--- src/gotr_pkg.sv ---
/*
 Package for the rate-sensor correction, spare image and self-test register bank.
 Assumes a byte-wide register port with 8-bit addresses on one 50 MHz clock.
*/
package gotr_pkg;
    // Register addresses
    localparam logic [7:0] ADDR_UNUSED = 8'h35;
    localparam logic [7:0] ADDR_CORR_LOW = 8'h36;
    localparam logic [7:0] ADDR_X_HIGH = 8'h37;
    localparam logic [7:0] ADDR_Y_HIGH = 8'h38;
    localparam logic [7:0] ADDR_Z_HIGH = 8'h39;
    localparam logic [7:0] ADDR_SPARE_LSB = 8'h3A;
    localparam logic [7:0] ADDR_SPARE_BYTE = 8'h3B;
    localparam logic [7:0] ADDR_SELFTEST = 8'h3C;
    // Reset values
    localparam logic [7:0] RST_CORR = 8'h00;
    localparam logic [7:0] RST_SPARE = 8'h00;
    // Self-test register field positions
    localparam int BIT_TRIG = 0;
    localparam int BIT_DONE = 1;
    localparam int BIT_FAIL = 2;
    localparam int BIT_RATE_OK = 4;
    // Self-test run length
    localparam int SELFTEST_TIME_NS = 1000;
    localparam int CLK_PERIOD_NS = 20;
    localparam int SELFTEST_CYCLES = (SELFTEST_TIME_NS + CLK_PERIOD_NS - 1) / CLK_PERIOD_NS;
    localparam int CNT_W = 8;
    // Non-volatile write counter width and image layout
    localparam int REMAIN_W = 4;
    localparam int IMAGE_W = 56;
    typedef enum logic [1:0] {
        GOTR_IDLE = 2'b00,
        GOTR_RUN = 2'b01,
        GOTR_DONE = 2'b11
    } gotr_state_type;
endpackage

--- src/gotr_selftest.sv ---
/*
 Self-test sequencer: runs a fixed-length test after a trigger and latches the result.
 Assumes the analogue range verdict is presented as a level during the run.
*/
`timescale 1ns/100ps
module gotr_selftest (
    input wire logic CORE_CLK,
    input wire logic SYS_RST,
    input wire logic start,
    input wire logic in_range,
    output logic done,
    output logic fail,
    output logic busy
);
    gotr_pkg::gotr_state_type state_reg, state_next;
    logic [gotr_pkg::CNT_W-1:0] cnt_reg, cnt_next;
    logic done_reg, done_next, fail_reg, fail_next, bad_reg, bad_next;
    wire logic last_cycle = (cnt_reg == gotr_pkg::CNT_W'(gotr_pkg::SELFTEST_CYCLES - 1));

    // Next-state logic
    always_comb begin
        state_next = state_reg;
        cnt_next = cnt_reg;
        done_next = done_reg;
        fail_next = fail_reg;
        bad_next = bad_reg;
        case (state_reg)
            gotr_pkg::GOTR_IDLE, gotr_pkg::GOTR_DONE: begin
                if (start) begin
                    state_next = gotr_pkg::GOTR_RUN;
                    cnt_next = '0;
                    done_next = 1'b0;
                    fail_next = 1'b0;
                    bad_next = 1'b0;
                end
            end
            gotr_pkg::GOTR_RUN: begin
                cnt_next = cnt_reg + 1'b1;
                bad_next = bad_reg | ~in_range;
                if (last_cycle) begin
                    state_next = gotr_pkg::GOTR_DONE;
                    done_next = 1'b1;
                    fail_next = bad_reg | ~in_range;
                end
            end
            default: state_next = gotr_pkg::GOTR_IDLE;
        endcase
    end

    // State registers
    always_ff @(posedge CORE_CLK) begin
        if (SYS_RST) begin
            state_reg <= gotr_pkg::GOTR_IDLE;
            cnt_reg <= '0;
            done_reg <= 1'b0;
            fail_reg <= 1'b0;
            bad_reg <= 1'b0;
        end else begin
            state_reg <= state_next;
            cnt_reg <= cnt_next;
            done_reg <= done_next;
            fail_reg <= fail_next;
            bad_reg <= bad_next;
        end
    end

    assign done = done_reg;
    assign fail = fail_reg;
    assign busy = (state_reg == gotr_pkg::GOTR_RUN);

    a_result_held: assert property (@(posedge CORE_CLK) disable iff (SYS_RST)
        (state_reg == gotr_pkg::GOTR_DONE) && !start |=> $stable(done_reg) && $stable(fail_reg))
        else $error("Self-test result changed without a new trigger");
    a_done_timing: assert property (@(posedge CORE_CLK) disable iff (SYS_RST)
        (state_reg != gotr_pkg::GOTR_RUN) ##1 (state_reg == gotr_pkg::GOTR_RUN)
        |-> ##50 done_reg)
        else $error("Self-test did not complete in the run time");
    a_fail_cause: assert property (@(posedge CORE_CLK) disable iff (SYS_RST)
        (state_reg == gotr_pkg::GOTR_RUN) && !in_range |=> ##[0:50] (done_reg && fail_reg))
        else $error("Out-of-range run did not report failure");
    c_pass: cover property (@(posedge CORE_CLK) done_reg && !fail_reg);
    c_fail: cover property (@(posedge CORE_CLK) done_reg && fail_reg);
endmodule

--- src/gotr_regs.sv ---
/*
 Register bank for per-axis rate corrections, spare image bytes and self-test control.
 Assumes a byte register port (address, write strobe, read strobe) synchronous to CORE_CLK,
 a non-volatile store presented as a parallel image, and raw rate data from the data path.
*/
`timescale 1ns/100ps
module gotr_regs (
    input wire logic CORE_CLK,
    input wire logic SYS_RST,
    input wire logic SOFT_RST,
    input wire logic [7:0] REG_ADDR,
    input wire logic [7:0] REG_WDATA,
    input wire logic REG_WR,
    input wire logic REG_RD,
    output logic [7:0] REG_RDATA,
    input wire logic NVM_UNLOCK,
    input wire logic NVM_STORE_TRIG,
    input wire logic NVM_LOAD_TRIG,
    input wire logic NVM_DONE,
    input wire logic [3:0] NVM_REMAIN,
    input wire logic [55:0] NVM_IMAGE_IN,
    output logic [55:0] NVM_IMAGE_OUT,
    output logic NVM_WRITE_REQ,
    output logic NVM_READY,
    input wire logic SENSOR_OK,
    input wire logic SELFTEST_IN_RANGE,
    input wire logic signed [15:0] RATE_X_RAW,
    input wire logic signed [15:0] RATE_Y_RAW,
    input wire logic signed [15:0] RATE_Z_RAW,
    input wire logic signed [15:0] RATE_X_FILT,
    input wire logic signed [15:0] RATE_Y_FILT,
    input wire logic signed [15:0] RATE_Z_FILT,
    output logic signed [15:0] RATE_X_RAW_CORR,
    output logic signed [15:0] RATE_Y_RAW_CORR,
    output logic signed [15:0] RATE_Z_RAW_CORR,
    output logic signed [15:0] RATE_X_FILT_CORR,
    output logic signed [15:0] RATE_Y_FILT_CORR,
    output logic signed [15:0] RATE_Z_FILT_CORR
);
    // Subtract a sign-extended 12-bit correction from a 16-bit rate sample
    function automatic logic signed [15:0] apply_corr(input logic signed [15:0] rate,
                                                       input logic [11:0] corr);
        logic signed [15:0] ext;
        ext = {{4{corr[11]}}, corr};
        apply_corr = rate - ext;
    endfunction

    logic [7:0] low_reg, low_next;
    logic [7:0] xh_reg, xh_next;
    logic [7:0] yh_reg, yh_next;
    logic [7:0] zh_reg, zh_next;
    logic [7:0] spare_lsb_reg, spare_lsb_next;
    logic [7:0] spare_byte_reg, spare_byte_next;
    logic [7:0] rdata_reg, rdata_next;
    logic busy_reg, busy_next;
    logic reload_reg, reload_next;
    logic wreq_reg, ready_reg;
    logic [55:0] image_reg;
    logic st_done, st_fail, st_busy;
    logic signed [15:0] xr_reg, yr_reg, zr_reg, xf_reg, yf_reg, zf_reg;

    // Address decode
    wire logic wr_low = REG_WR && (REG_ADDR == gotr_pkg::ADDR_CORR_LOW);
    wire logic wr_xh = REG_WR && (REG_ADDR == gotr_pkg::ADDR_X_HIGH);
    wire logic wr_yh = REG_WR && (REG_ADDR == gotr_pkg::ADDR_Y_HIGH);
    wire logic wr_zh = REG_WR && (REG_ADDR == gotr_pkg::ADDR_Z_HIGH);
    wire logic wr_spl = REG_WR && (REG_ADDR == gotr_pkg::ADDR_SPARE_LSB);
    wire logic wr_spb = REG_WR && (REG_ADDR == gotr_pkg::ADDR_SPARE_BYTE);
    wire logic wr_st = REG_WR && (REG_ADDR == gotr_pkg::ADDR_SELFTEST);
    wire logic st_start = wr_st && REG_WDATA[gotr_pkg::BIT_TRIG];

    // Store and load acceptance
    wire logic store_ok = NVM_STORE_TRIG && NVM_UNLOCK && !busy_reg
                          && (NVM_REMAIN != 4'h0);
    wire logic load_ok = NVM_LOAD_TRIG && !busy_reg;
    wire logic reload_now = SOFT_RST || reload_reg;

    // Assembled corrections
    wire logic [11:0] corr_x = {xh_reg, low_reg[7:6], spare_lsb_reg[3:2]};
    wire logic [11:0] corr_y = {yh_reg, low_reg[5:3], spare_lsb_reg[1]};
    wire logic [11:0] corr_z = {zh_reg, low_reg[2:0], spare_lsb_reg[0]};

    // Image of all backed registers, current values
    wire logic [55:0] image_now = {spare_byte_reg, spare_lsb_reg, zh_reg, yh_reg, xh_reg,
                                   low_reg, 8'h00};

    // Self-test register view
    wire logic [7:0] st_view = {3'b000, SENSOR_OK, 1'b0, st_fail, st_done, 1'b0};

    // Register next values: reload wins over a host write
    always_comb begin
        low_next = low_reg;
        xh_next = xh_reg;
        yh_next = yh_reg;
        zh_next = zh_reg;
        spare_lsb_next = spare_lsb_reg;
        spare_byte_next = spare_byte_reg;
        if (reload_now) begin
            low_next = NVM_IMAGE_IN[15:8];
            xh_next = NVM_IMAGE_IN[23:16];
            yh_next = NVM_IMAGE_IN[31:24];
            zh_next = NVM_IMAGE_IN[39:32];
            spare_lsb_next = NVM_IMAGE_IN[47:40];
            spare_byte_next = NVM_IMAGE_IN[55:48];
        end else begin
            if (wr_low) low_next = REG_WDATA;
            if (wr_xh) xh_next = REG_WDATA;
            if (wr_yh) yh_next = REG_WDATA;
            if (wr_zh) zh_next = REG_WDATA;
            if (wr_spl) spare_lsb_next = REG_WDATA;
            if (wr_spb) spare_byte_next = REG_WDATA;
        end
    end

    // Non-volatile controller handshake state
    always_comb begin
        busy_next = busy_reg;
        reload_next = 1'b0;
        if (busy_reg && NVM_DONE) begin
            busy_next = 1'b0;
            reload_next = 1'b0;
        end else if (store_ok || load_ok) begin
            busy_next = 1'b1;
        end
        if (load_ok) reload_next = 1'b1;
    end

    // Read multiplexer; unmapped and unused addresses read zero
    always_comb begin
        case (REG_ADDR)
            gotr_pkg::ADDR_CORR_LOW: rdata_next = low_reg;
            gotr_pkg::ADDR_X_HIGH: rdata_next = xh_reg;
            gotr_pkg::ADDR_Y_HIGH: rdata_next = yh_reg;
            gotr_pkg::ADDR_Z_HIGH: rdata_next = zh_reg;
            gotr_pkg::ADDR_SPARE_LSB: rdata_next = spare_lsb_reg;
            gotr_pkg::ADDR_SPARE_BYTE: rdata_next = spare_byte_reg;
            gotr_pkg::ADDR_SELFTEST: rdata_next = st_view;
            default: rdata_next = 8'h00;
        endcase
        if (!REG_RD) rdata_next = rdata_reg;
    end

    // Register storage
    always_ff @(posedge CORE_CLK) begin
        if (SYS_RST) begin
            low_reg <= gotr_pkg::RST_CORR;
            xh_reg <= gotr_pkg::RST_CORR;
            yh_reg <= gotr_pkg::RST_CORR;
            zh_reg <= gotr_pkg::RST_CORR;
            spare_lsb_reg <= gotr_pkg::RST_SPARE;
            spare_byte_reg <= gotr_pkg::RST_SPARE;
            rdata_reg <= 8'h00;
        end else begin
            low_reg <= low_next;
            xh_reg <= xh_next;
            yh_reg <= yh_next;
            zh_reg <= zh_next;
            spare_lsb_reg <= spare_lsb_next;
            spare_byte_reg <= spare_byte_next;
            rdata_reg <= rdata_next;
        end
    end

    // Power-on reload is requested right after system reset releases
    always_ff @(posedge CORE_CLK) begin
        if (SYS_RST) begin
            busy_reg <= 1'b0;
            reload_reg <= 1'b1;
        end else begin
            busy_reg <= busy_next;
            reload_reg <= reload_next;
        end
    end

    // Store request and image capture
    always_ff @(posedge CORE_CLK) begin
        if (SYS_RST) begin
            wreq_reg <= 1'b0;
            ready_reg <= 1'b0;
            image_reg <= '0;
        end else begin
            wreq_reg <= store_ok;
            ready_reg <= !busy_next;
            if (store_ok) image_reg <= image_now;
        end
    end

    // Corrected rate outputs, registered
    always_ff @(posedge CORE_CLK) begin
        if (SYS_RST) begin
            xr_reg <= '0;
            yr_reg <= '0;
            zr_reg <= '0;
            xf_reg <= '0;
            yf_reg <= '0;
            zf_reg <= '0;
        end else begin
            xr_reg <= apply_corr(RATE_X_RAW, corr_x);
            yr_reg <= apply_corr(RATE_Y_RAW, corr_y);
            zr_reg <= apply_corr(RATE_Z_RAW, corr_z);
            xf_reg <= apply_corr(RATE_X_FILT, corr_x);
            yf_reg <= apply_corr(RATE_Y_FILT, corr_y);
            zf_reg <= apply_corr(RATE_Z_FILT, corr_z);
        end
    end

    // Self-test sequencer
    gotr_selftest u_selftest (
        .CORE_CLK(CORE_CLK),
        .SYS_RST(SYS_RST),
        .start(st_start),
        .in_range(SELFTEST_IN_RANGE),
        .done(st_done),
        .fail(st_fail),
        .busy(st_busy)
    );

    assign REG_RDATA = rdata_reg;
    assign NVM_IMAGE_OUT = image_reg;
    assign NVM_WRITE_REQ = wreq_reg;
    assign NVM_READY = ready_reg;
    assign RATE_X_RAW_CORR = xr_reg;
    assign RATE_Y_RAW_CORR = yr_reg;
    assign RATE_Z_RAW_CORR = zr_reg;
    assign RATE_X_FILT_CORR = xf_reg;
    assign RATE_Y_FILT_CORR = yf_reg;
    assign RATE_Z_FILT_CORR = zf_reg;

    a_x_assembly: assert property (@(posedge CORE_CLK) disable iff (SYS_RST)
        1'b1 |=> RATE_X_RAW_CORR == $past(RATE_X_RAW)
            - {{4{$past(xh_reg[7])}}, $past(xh_reg), $past(low_reg[7:6]), $past(spare_lsb_reg[3:2])})
        else $error("X correction not applied");
    a_y_filt: assert property (@(posedge CORE_CLK) disable iff (SYS_RST)
        1'b1 |=> RATE_Y_FILT_CORR == $past(RATE_Y_FILT) - $signed($past(corr_y)))
        else $error("Y filtered correction wrong");
    a_z_raw: assert property (@(posedge CORE_CLK) disable iff (SYS_RST)
        1'b1 |=> RATE_Z_RAW_CORR == $past(RATE_Z_RAW) - $signed($past(corr_z)))
        else $error("Z raw correction wrong");
    a_write_direct: assert property (@(posedge CORE_CLK) disable iff (SYS_RST)
        wr_xh && !reload_now |=> xh_reg == $past(REG_WDATA))
        else $error("Direct write did not take effect");
    a_store_gate: assert property (@(posedge CORE_CLK) disable iff (SYS_RST)
        NVM_WRITE_REQ |-> $past(NVM_UNLOCK) && $past(NVM_REMAIN) != 4'h0)
        else $error("Store issued while locked or exhausted");
    a_busy_ready: assert property (@(posedge CORE_CLK) disable iff (SYS_RST)
        busy_reg |-> !NVM_READY)
        else $error("Ready high during an operation");
    a_unused_zero: assert property (@(posedge CORE_CLK) disable iff (SYS_RST)
        REG_RD && REG_ADDR == gotr_pkg::ADDR_UNUSED |=> REG_RDATA == 8'h00)
        else $error("Unused address read not zero");
    a_rate_flag: assert property (@(posedge CORE_CLK) disable iff (SYS_RST)
        REG_RD && REG_ADDR == gotr_pkg::ADDR_SELFTEST
        |=> REG_RDATA[gotr_pkg::BIT_RATE_OK] == $past(SENSOR_OK))
        else $error("Healthy flag not reflected");
    c_store: cover property (@(posedge CORE_CLK) NVM_WRITE_REQ);
    c_load: cover property (@(posedge CORE_CLK) load_ok ##[1:20] NVM_READY);
    c_selftest: cover property (@(posedge CORE_CLK) st_start ##1 st_busy ##[1:60] st_done);
endmodule

--- config.mk ---
export PLATFORM = sky130hd
export DESIGN_NAME = gotr_regs
export DESIGN_NICKNAME = d
export VERILOG_FILES = /design/src/gotr_pkg.sv /design/src/gotr_selftest.sv /design/src/gotr_regs.sv
export SDC_FILE = /design/constraint.sdc
export NUM_CORES = 1
export LEC_CHECK = 0
export BUFFER_PORTS_ARGS = -buffer_cell sky130_fd_sc_hd__buf_4
export CAP_MARGIN = 20
export CORE_UTILIZATION = 53
export DETAILED_ROUTE_END_ITERATION = 8
export GPL_TIMING_DRIVEN = 1
export HOLD_SLACK_MARGIN = 0.03
export PLACE_DENSITY = 0.83
export SLEW_MARGIN = 40
export SYNTH_ARGS = -nofsm -noshare
export SYNTH_HDL_FRONTEND = slang
export SYNTH_SLANG_ARGS = --single-unit
--- constraint.sdc ---
create_clock -name CORE_CLK -period 3.2 [get_ports CORE_CLK]
set_input_delay 0.48 -clock CORE_CLK [delete_from_list [all_inputs] [get_ports CORE_CLK]]
set_output_delay 0.48 -clock CORE_CLK [all_outputs]
set_load 0.02 [all_outputs]
======== After elaboration in Yosys (flattened, before gate mapping) ========
Index checks and enable logic that the tools add are counted.
storage, ports and cells
  ROM bits ................................ 0
  latch bits .............................. 0
  register bits after elaboration ......... 217
  memories kept ........................... 0
  input bits .............................. 183
  output and inout port bits .............. 162
  memory bits (writable) .................. 0
cells by class
  shift operators ......................... 0
  bitwise logic cells ..................... 2
  multipliers ............................. 0
  divide/modulo/power cells ............... 0
  multiplexer cells ....................... 27
  $add $sub $neg .......................... 7
  eq/ne operators ......................... 12
  reductions and logical operators ........ 30
  order comparisons ....................... 0
operators by type and width
  operator             number
  $mux 8               13
  $sub 16x12->16       6
  $eq 8x6->1 const B   8
  $pmux 8 s7           1
  $pmux 8 s2           1
  $reduce_bool 2->1    7
  $logic_and 1x1->1    13
  $add 8x1->8 const B  1
  $mux 1               6
  $pmux 1 s2           3
  $mux 2               2
  $pmux 2 s2           1
  $reduce_and 2->1     2
  $reduce_bool 4->1    1
  $reduce_and 3->1     1
  $eq 2x1->1 const B   1
  $eq 2x2->1 const B   1
  $logic_not 1->1      2
  $logic_not 2->1      1
  $logic_or 1x1->1     2
  $ne 2x1->1 const B   1
  $ne 2x2->1 const B   1
  $reduce_or 2->1      1
  $not 1->1            1
  $or 1x1->1           1

======== Logic depth before layout (Yosys ltp) ========
Gate-level depths: netlist (run 1).
  word-level depth ........................ 7
  gate-level depth with buffers ........... 10
  mapped depth without buffers ............ 9

======== Modules after synthesis ========
Synthesis (run 1) repeated with hierarchy kept, for this count alone.
second synthesis, totals
  cell total of the unflattened synthesis .. 1433
  area total of the unflattened synthesis .. 12101.6 sq um
by module, submodules not included
  module         times used  seq. area each (sq um)  cells each  area each (sq um)
  gotr_regs      1           4083.9                  1354        11442.2
  gotr_selftest  1           260.2                   79          659.4

======== Least setup slack after synthesis (run 1) ========
No wires, ideal clock.
  path type ............................... input to register
  start ................................... in RATE_Y_RAW[6]
  end ..................................... reg yr_reg[13], in the netlist RATE_Y_RAW_CORR[13]
  required time ........................... 3079 ps
  buffers on the path ..................... 0
  path slack .............................. 903 ps
  arrival time ............................ 2175 ps
  stages .................................. 7
  path through ............................ ha_1 a21o_1 or3_1 o21ai_2 nor2_1 o41a_1 mux2_4
on the way
  word-level cells in the longest chain between the ends .. 1
RTL lines
  item                  line              source
  start, declared       gotr_regs.sv:28   input wire logic signed [15:0] RATE_Y_RAW,
  $sub 16x12->16        gotr_regs.sv:45   apply_corr = rate - ext;
  end signal, assigned  gotr_regs.sv:199  yr_reg <= apply_corr(RATE_Y_RAW, corr_y);
  end, declared         gotr_regs.sv:60   logic signed [15:0] xr_reg, yr_reg, zr_reg, xf_reg, yf_reg, zf_reg;
Every way passes these cells.
A chain may end at the register's enable or synchronous reset.

======== Final worst setup path (run 1) ========
  start ................................... reg yh_reg[5]
  end ..................................... reg yf_reg[12], in the netlist RATE_Y_FILT_CORR[12]
on the way
  word-level cells in the longest chain between the ends .. 1
RTL lines
  item                    line              source
  start, declared         gotr_regs.sv:50   logic [7:0] yh_reg, yh_next;
  start signal, assigned  gotr_regs.sv:148  yh_reg <= gotr_pkg::RST_CORR;
  start signal, assigned  gotr_regs.sv:156  yh_reg <= yh_next;
  $sub 16x12->16          gotr_regs.sv:45
  end signal, assigned    gotr_regs.sv:202  yf_reg <= apply_corr(RATE_Y_FILT, corr_y);
  end, declared           gotr_regs.sv:60
Every way passes these cells.

==> results of run 1 <==
-- synth_stat cells, drive strengths merged (9+ instances only) --
cell type,n,share of area [%]
o21a,16,0.99
clkbuf,47,1.5
mux2,16,1.5
a21o,25,1.5
nor2,160,4.9
buf,33,1.6
a211oi,67,4.2
nand2b,17,0.87
nand2,161,5.1
a21oi,156,6.5
and3,9,0.46
nor2b,34,1.7
nand4,11,0.57
xor2,21,1.5
nor3,32,1.5
dfxtp,217,36
xnor2,28,2.0
o21ai,62,2.8
and2,17,0.87
ha,94,9.7
inv,65,2.0
nand3,23,0.95
-- report_power, final --
part / total [mW] / internal (mW) / switching (mW)
registers: 3.13 / 2.98 / 0.148
clock network: 3.09 / 1.92 / 1.17
logic: 2.55 / 1.11 / 1.44
-- cell families (layout without fill, tap and decap cells) --
group | after synthesis | count (layout) | share of synthesized area, %
XOR/XNOR | 49 | 49 | 3.53
flip-flops | 217 | 217 | 35.7
AND/OR/NAND/NOR | 506 | 506 | 19.7
multiplexers | 26 | 26 | 3.19
buffers and inverters | 146 | 452 | 5.08
adder cells (fa/ha/maj) | 100 | 100 | 10.7
AO/OA/AOI/OAI | 411 | 411 | 22.0
other | 1 | 8 | 0.0308
-- through the flow --
stage | hold slack (ps) | setup slack, ps | std cells
global route | 274 | 437 | 2054
global placement | 437 | 638 | 2010
floorplan | 442 | 903 | 1463
CTS | 231 | 588 | 2054
finish | 246 | 573 | 2054
detailed placement | 447 | 599 | 2010
-- layout make-up --
cell class                 instances  area (um^2)  share of cell area, %
tap                              285          357                   2.28
clock buffer                      32          691                   4.41
clock inverter                    12          201                   1.29
sequential                       217         4340                   27.7
timing repair buffer             342         2580                   16.5
multi-input combinational       1100         7230                   46.2
inverter                          66          248                   1.58
-- path summary, 6_finish.rpt --
kind                                         from                   end  slack (ps)  cells past startpoint
worst max-delay path                    yh_reg[5]  RATE_Y_FILT_CORR[12]         570                      8
worst min register to register  NVM_IMAGE_OUT[47]     NVM_IMAGE_OUT[47]         450                      2
worst max register to register          yh_reg[5]  RATE_Y_FILT_CORR[12]         570                      8
worst min-delay path                NVM_LOAD_TRIG            reload_reg         250                      3
-- metal layers --
| metal | global-route usage (%) | wire length (um) | vias to the layer above |
|---|---|---|---|
| met4 | 16.7 | 1950 | 0 |
| met2 | 50.8 | 17300 | 561 |
| met1 | 38.3 | 15300 | 5484 |
| met3 | 7.23 | 3340 | 113 |
| met5 | 0 | 0 | - |
| li1 | - | - | 5746 |
-- critical path, stage by stage, from the launching register on --
cell and delay, ps:
dfxtp_1 490, inv_1 170, ha_1 390, a21oi_1 230
nand2_1 130, or3_1 320, o21a_1 230, a21boi_0 200
mux2_2 350
-- layout by cell type, fill, tap and decap left out, drive strengths merged, types with 21 or more instances in the layout --
cell type	synthesis	final
nor2	160	160
dfxtp	217	217
o21ai	62	62
xnor2	28	28
inv	65	65
nand2	161	161
a21o	25	25
a211oi	67	67
ha	94	94
nor3	32	32
clkbuf	47	32
xor2	21	21
buf	33	342
nand3	23	23
nor2b	34	34
a21oi	156	156
==> metrics.md, run 1 <==
| Metric | Value |
|---|---|
| IO buf count | `328` |
| Post-Syn Instances | `1456` |
| Crit start category | `register` |
| Post-cts hold buffer count | `0` |
| Drt total wl | `roughly 38000 um` |
| Clock slew at reported path FFs | `60 ps` |
| Post-DP HPWL | `about 29000 um` |
| Routed vias | `11900` |
| Starting Density | `between 50% and 60%` |
| Clk sinks | `~220` |
| Area Overhead vs Synth | `28.7%` |
| Number of synthesized flops with an enable pin | `0` |
| Async SR Flop Fraction | `0%` |
| Main synth FF type | `dfxtp_1` |
| Max FO, Critical Path | `6` |
| #FFs+latches synth | `217` |
| N_diodes | `0` |
| Status | `complete, no violations` |
| Measured slew at the worst slew-check pin | `roughly 730 ps` |
| Fmax | `about 380 MHz` |
| GRT Overall Usage | `a little under a third` |
| Synth Warn # | `0` |
| Wire per inst | `roughly 18 um` |
| Detail Route Antenna Nets | `0` |
| Post-synthesis sequential area ratio | `between 30% and 40%` |
| RSZ-0062 raised after global routing | `no` |
| Min Tclk post-route | `roughly 2600 ps` |
| GP Congestion | `a little under 1` |
| H-tree levels | `1` |
| Share of cells above drive strength 1 | `~25%` |
| Data required, critical path | `~3600 ps` |
| Die extent in x | `153 um` |
| Largest register FFs | `48` |
| Total negative setup slack | `0 ps` |
| Crit Path Category | `register to register` |
| PwrDens | `around 560 nW/um^2` |
| Worst vdd rail ir drop | `~0.37 mV` |
| CP arrival | `3040 ps` |
| Finish-stage setup viols | `0` |
| GRT overflow | `0` |
| Placed inst area | `between 10000 and 15000 um^2` |
| Total die area | `23600 um^2` |
| IO Pins | `345` |
| Max-slew headroom | `between 50% and 60%` |
| First-pass GRT wire length | `58500 um` |
| Number of global-route vias before repair | `between 10000 and 15000` |
| Mapped Area | `about 12000 um^2` |
| Period utilization | `82.1%` |
| Utilization after layout | `a little over two thirds` |
| Leak | `between 6 and 7 nW` |
| Avg Vias per Cell | `around 5.8` |
| Worst-Skew Late Latency | `between 500 and 600 ps` |
| Largest net degree at the start of global routing | `about 130` |
| Iter 0 DRT Violations | `869` |
| Final hold violation count | `0` |
| DRC viols | `0` |
| Number of fill cells | `approximately 1800` |
| Die H | `between 150 and 200 um` |
| Site row count | `55` |
| Final worst clock skew | `approximately 16 ps` |
| Max-slew violation count | `0` |
| Final Cell Area | `~16000 um^2` |
| Max Cap Viol | `0` |
| HP Class | `input pin to register` |
| # Post-CTS Setup Buffers | `0` |
| Total Power Consumption | `~9 mW` |
| Fin nets | `around 2000` |
| Post_cts resized | `0` |
| Initial antenna violation count | `0` |
| Root Buffer | `clkbuf_16` |
| CP Capture Type | `register` |
| Number of buffers created by CTS | `24` |
| Syn_area_per_cell | `~8.4 um^2` |
| Core Footprint | `around 23000 um^2` |
| CTS Buffer Depth | `3` |
| DR pass1 iterations | `5` |
| CTS tree | `yes` |
| Cell variety after synth | `82` |
Note: power is estimated with default switching activity, not from simulation.
==> run 2: changes to the inputs <==
--- a/config.mk
+++ b/config.mk
@@ -7,11 +7,11 @@
 export LEC_CHECK = 0
 export BUFFER_PORTS_ARGS = -buffer_cell sky130_fd_sc_hd__buf_4
 export CAP_MARGIN = 20
-export CORE_UTILIZATION = 53
+export CORE_UTILIZATION = 48
 export DETAILED_ROUTE_END_ITERATION = 8
 export GPL_TIMING_DRIVEN = 1
 export HOLD_SLACK_MARGIN = 0.03
-export PLACE_DENSITY = 0.83
+export PLACE_DENSITY = 0.79
 export SLEW_MARGIN = 40
 export SYNTH_ARGS = -nofsm -noshare
 export SYNTH_HDL_FRONTEND = slang
==> constraint.sdc (replaced) <==
create_clock -name CORE_CLK -period 2.2 [get_ports CORE_CLK]
set_input_delay 0.33 -clock CORE_CLK [delete_from_list [all_inputs] [get_ports CORE_CLK]]
set_output_delay 0.33 -clock CORE_CLK [all_outputs]
set_load 0.02 [all_outputs]
==> metrics.md, run 2 (synthesis gave the netlist of run 1 again) <==
| Metric | Value |
|---|---|
| Status | `finished, violations left` |
| Failing checks | `setup timing` |
| Met1 GRT Util | `approximately two fifths` |
| Root Buffer | `clkbuf_16` |
| Most frequent CP cell | `nand3_2` |
| Worst reg2reg setup slack | `-30 ps` |
| Starting Density | `around half` |
| Clk sinks | `~220` |
| Max incr delay on CP | `between 300 and 400 ps` |
| PwrDens | `about 760 nW/um^2` |
| CP Capture Type | `register` |
| Most Crowded Layer GR | `met2` |
| Int Power | `between 8 and 9 mW` |
| Leak | `7.63 nW` |
| Switching power | `approximately 4.3 mW` |
| Fmax | `447 MHz` |
| Iter 0 DRT Violations | `around 920` |
| GR Layer Usage met3 | `5.47%` |
| Crit-path leading delay family | `adder cells` |
| Combinational power share | `approximately a third` |
| Clock slew at reported path FFs | `60 ps` |
| Post-DP HPWL | `around 32000 um` |
| GRT Overall Usage | `a little under a third` |
| Commonest non-fill, non-tap cell in the layout | `buf_4` |
| Worst vdd rail ir drop | `around 0.5 mV` |
| Finish-stage setup viols | `1` |
| Largest net degree at the start of global routing | `94` |
| Largest register FFs | `48` |
| DRC viols | `0` |
| Site row count | `57` |
| Max-slew violation count | `0` |
| Share of cells above drive strength 1 | `a little over a third` |
| RSZ-0062 raised after global routing | `yes` |
| IO Pins | `around 350` |
| Routed vias | `12600` |
| Period utilization | `102%` |
| Min Tclk post-route | `approximately 2200 ps` |
| Post-cts hold buffer count | `0` |
| CP Buf/Inv Count | `1` |
| Final worst clock skew | `around 12 ps` |
| Max-slew headroom | `just over 60%` |
| Number of fill cells | `between 1500 and 2000` |
| Most frequent cells in the layout | `480 x buf_4, 203 x dfxtp_1, 159 x nor2_1, 158 x nand2_1, 145 x a21oi_1` |
| HP Class | `input pin to register` |
| Total Power Consumption | `between 10 and 15 mW` |
| Sw frac | `32.5%` |
| N_diodes | `0` |
| Total die area | `between 20000 and 30000 um^2` |
| Total negative setup slack | `-34.7 ps` |
| Wire per inst | `approximately 19 um` |
| Number of global-route vias before repair | `~12000` |
| M2 GR Usage | `51.9%` |
| Die extent in x | `approximately 160 um` |
| Crit start category | `register` |
| Area Overhead vs Synth | `42.1%` |
| Fin worst setup slack | `-34.7 ps` |
| Crit Path Category | `register to register` |
| Max stage delay cell, worst path | `fa_2` |
| Drt total wl | `41800 um` |
| Die H | `around 160 um` |
| First-pass GRT wire length | `around 63000 um` |
| Max Cap Viol | `0` |
| Worst-Skew Late Latency | `520 ps` |
| Initial antenna violation count | `0` |
| Part of the power in registers | `approximately 35%` |
| Avg Vias per Cell | `around 5.7` |
| Final hold violation count | `0` |
| CTS Buffer Depth | `3` |
| Max FO, Critical Path | `3` |
| Measured slew at the worst slew-check pin | `approximately 580 ps` |
| IO buf count | `328` |
| DR pass1 iterations | `5` |
| Data required, critical path | `2620 ps` |
| Critical Path, Cell by Cell | `buf_6 -> ha_4 -> fa_2 -> nor2b_2 -> o2111ai_2 -> nand3_2 -> nand3_2 -> o21bai_1 -> mux2_2` |
| Detail Route Antenna Nets | `0` |
| CP arrival | `2650 ps` |
| Number of buffers created by CTS | `24` |
| CTS tree | `yes` |
| GRT overflow | `0` |
| H-tree levels | `1` |
| Core Footprint | `24600 um^2` |
| Power share of the clock group | `31.5%` |
| GP Congestion | `about 0.94` |
| Fin nets | `2178` |
-- run 2: changes by cell type in the layout (fill, tap and decap cells not counted), moves of 11 or more --
cell and delta:
buf_4 +140, dfxtp_2 +11, ha_4 +19, inv_2 +12, ha_1 -25, dfxtp_1 -14, inv_1 -15
-- run 2: what timing repair did --
action	CTS	global route
buffers inserted	3	9
endpoints found under the setup margin	23	31
gates resized for setup	41	85
pin swaps	15	33
-- run 2: area by class of cell --
type / instances / area (um^2) / share of cell area (%)
Timing Repair Buffer: 486 / 3700 / 21.4
Clock inverter: 11 / 145 / 0.840
Inverter: 66 / 256 / 1.48
Sequential cell: 217 / 4370 / 25.3
Multi-Input combinational cell: 1100 / 7760 / 44.9
Tap cell: 324 / 405 / 2.34
Clock buffer: 30 / 654 / 3.79
-- run 2: worst paths after layout --
check                     from                    to  cells past startpoint
max           spare_lsb_reg[0]  RATE_Z_FILT_CORR[14]                      9
min                    SYS_RST   RATE_X_FILT_CORR[5]                      2
max reg2reg   spare_lsb_reg[0]  RATE_Z_FILT_CORR[14]                      9
min reg2reg  NVM_IMAGE_OUT[13]     NVM_IMAGE_OUT[13]                      2
-- run 2: routing by layer --
metal  share of wire, %  vias to the layer above  wire, um
met5                  0                        -         0
met3                7.7                      107      3220
met4                3.6                        0      1510
met1                 41                     5907     17200
li1                   -                     6026         -
met2                 48                      584     19900
-- run 2: per-stage QoR --
stage | hold WS (ps) | instance area [um^2] | setup slack (ps) | cells | utilization [%]
4_1_cts | 63.4 | 16800 | -3.30 | 2225 | 68.4
2_1_floorplan | 442 | 12200 | 4.70 | 1463 | -
5_1_grt | 87.5 | 17300 | -114 | 2234 | 70.3
3_5_place_dp | 444 | 15900 | -169 | 2181 | 64.4
3_3_place_gp | 446 | 15900 | -134 | 2181 | 64.4
6_report | 81.2 | 17300 | -34.7 | 2234 | 70.3
-- run 2: worst reg2reg max path: cells and delay by family, from the launching register on --
kind,cells,cell delay (ps)
compound gates,2,370
fa+ha+maj,2,550
buf+inv,1,120
flops,1,360
mux,1,350
simple gates,3,390
-- run 2: power by group through the flow --
| stage | Clock (mW) | Sequential (mW) | Combinational, mW |
|---|---|---|---|
| after floorplan | 0 | 4.97 | 2.03 |
| after global placement | 0 | 4.60 | 4.02 |
| after detailed placement | 0 | 4.60 | 4.10 |
| after CTS | 4.17 | 4.53 | 4.20 |
| after global routing | 4.34 | 4.57 | 4.80 |
| final | 4.14 | 4.54 | 4.46 |
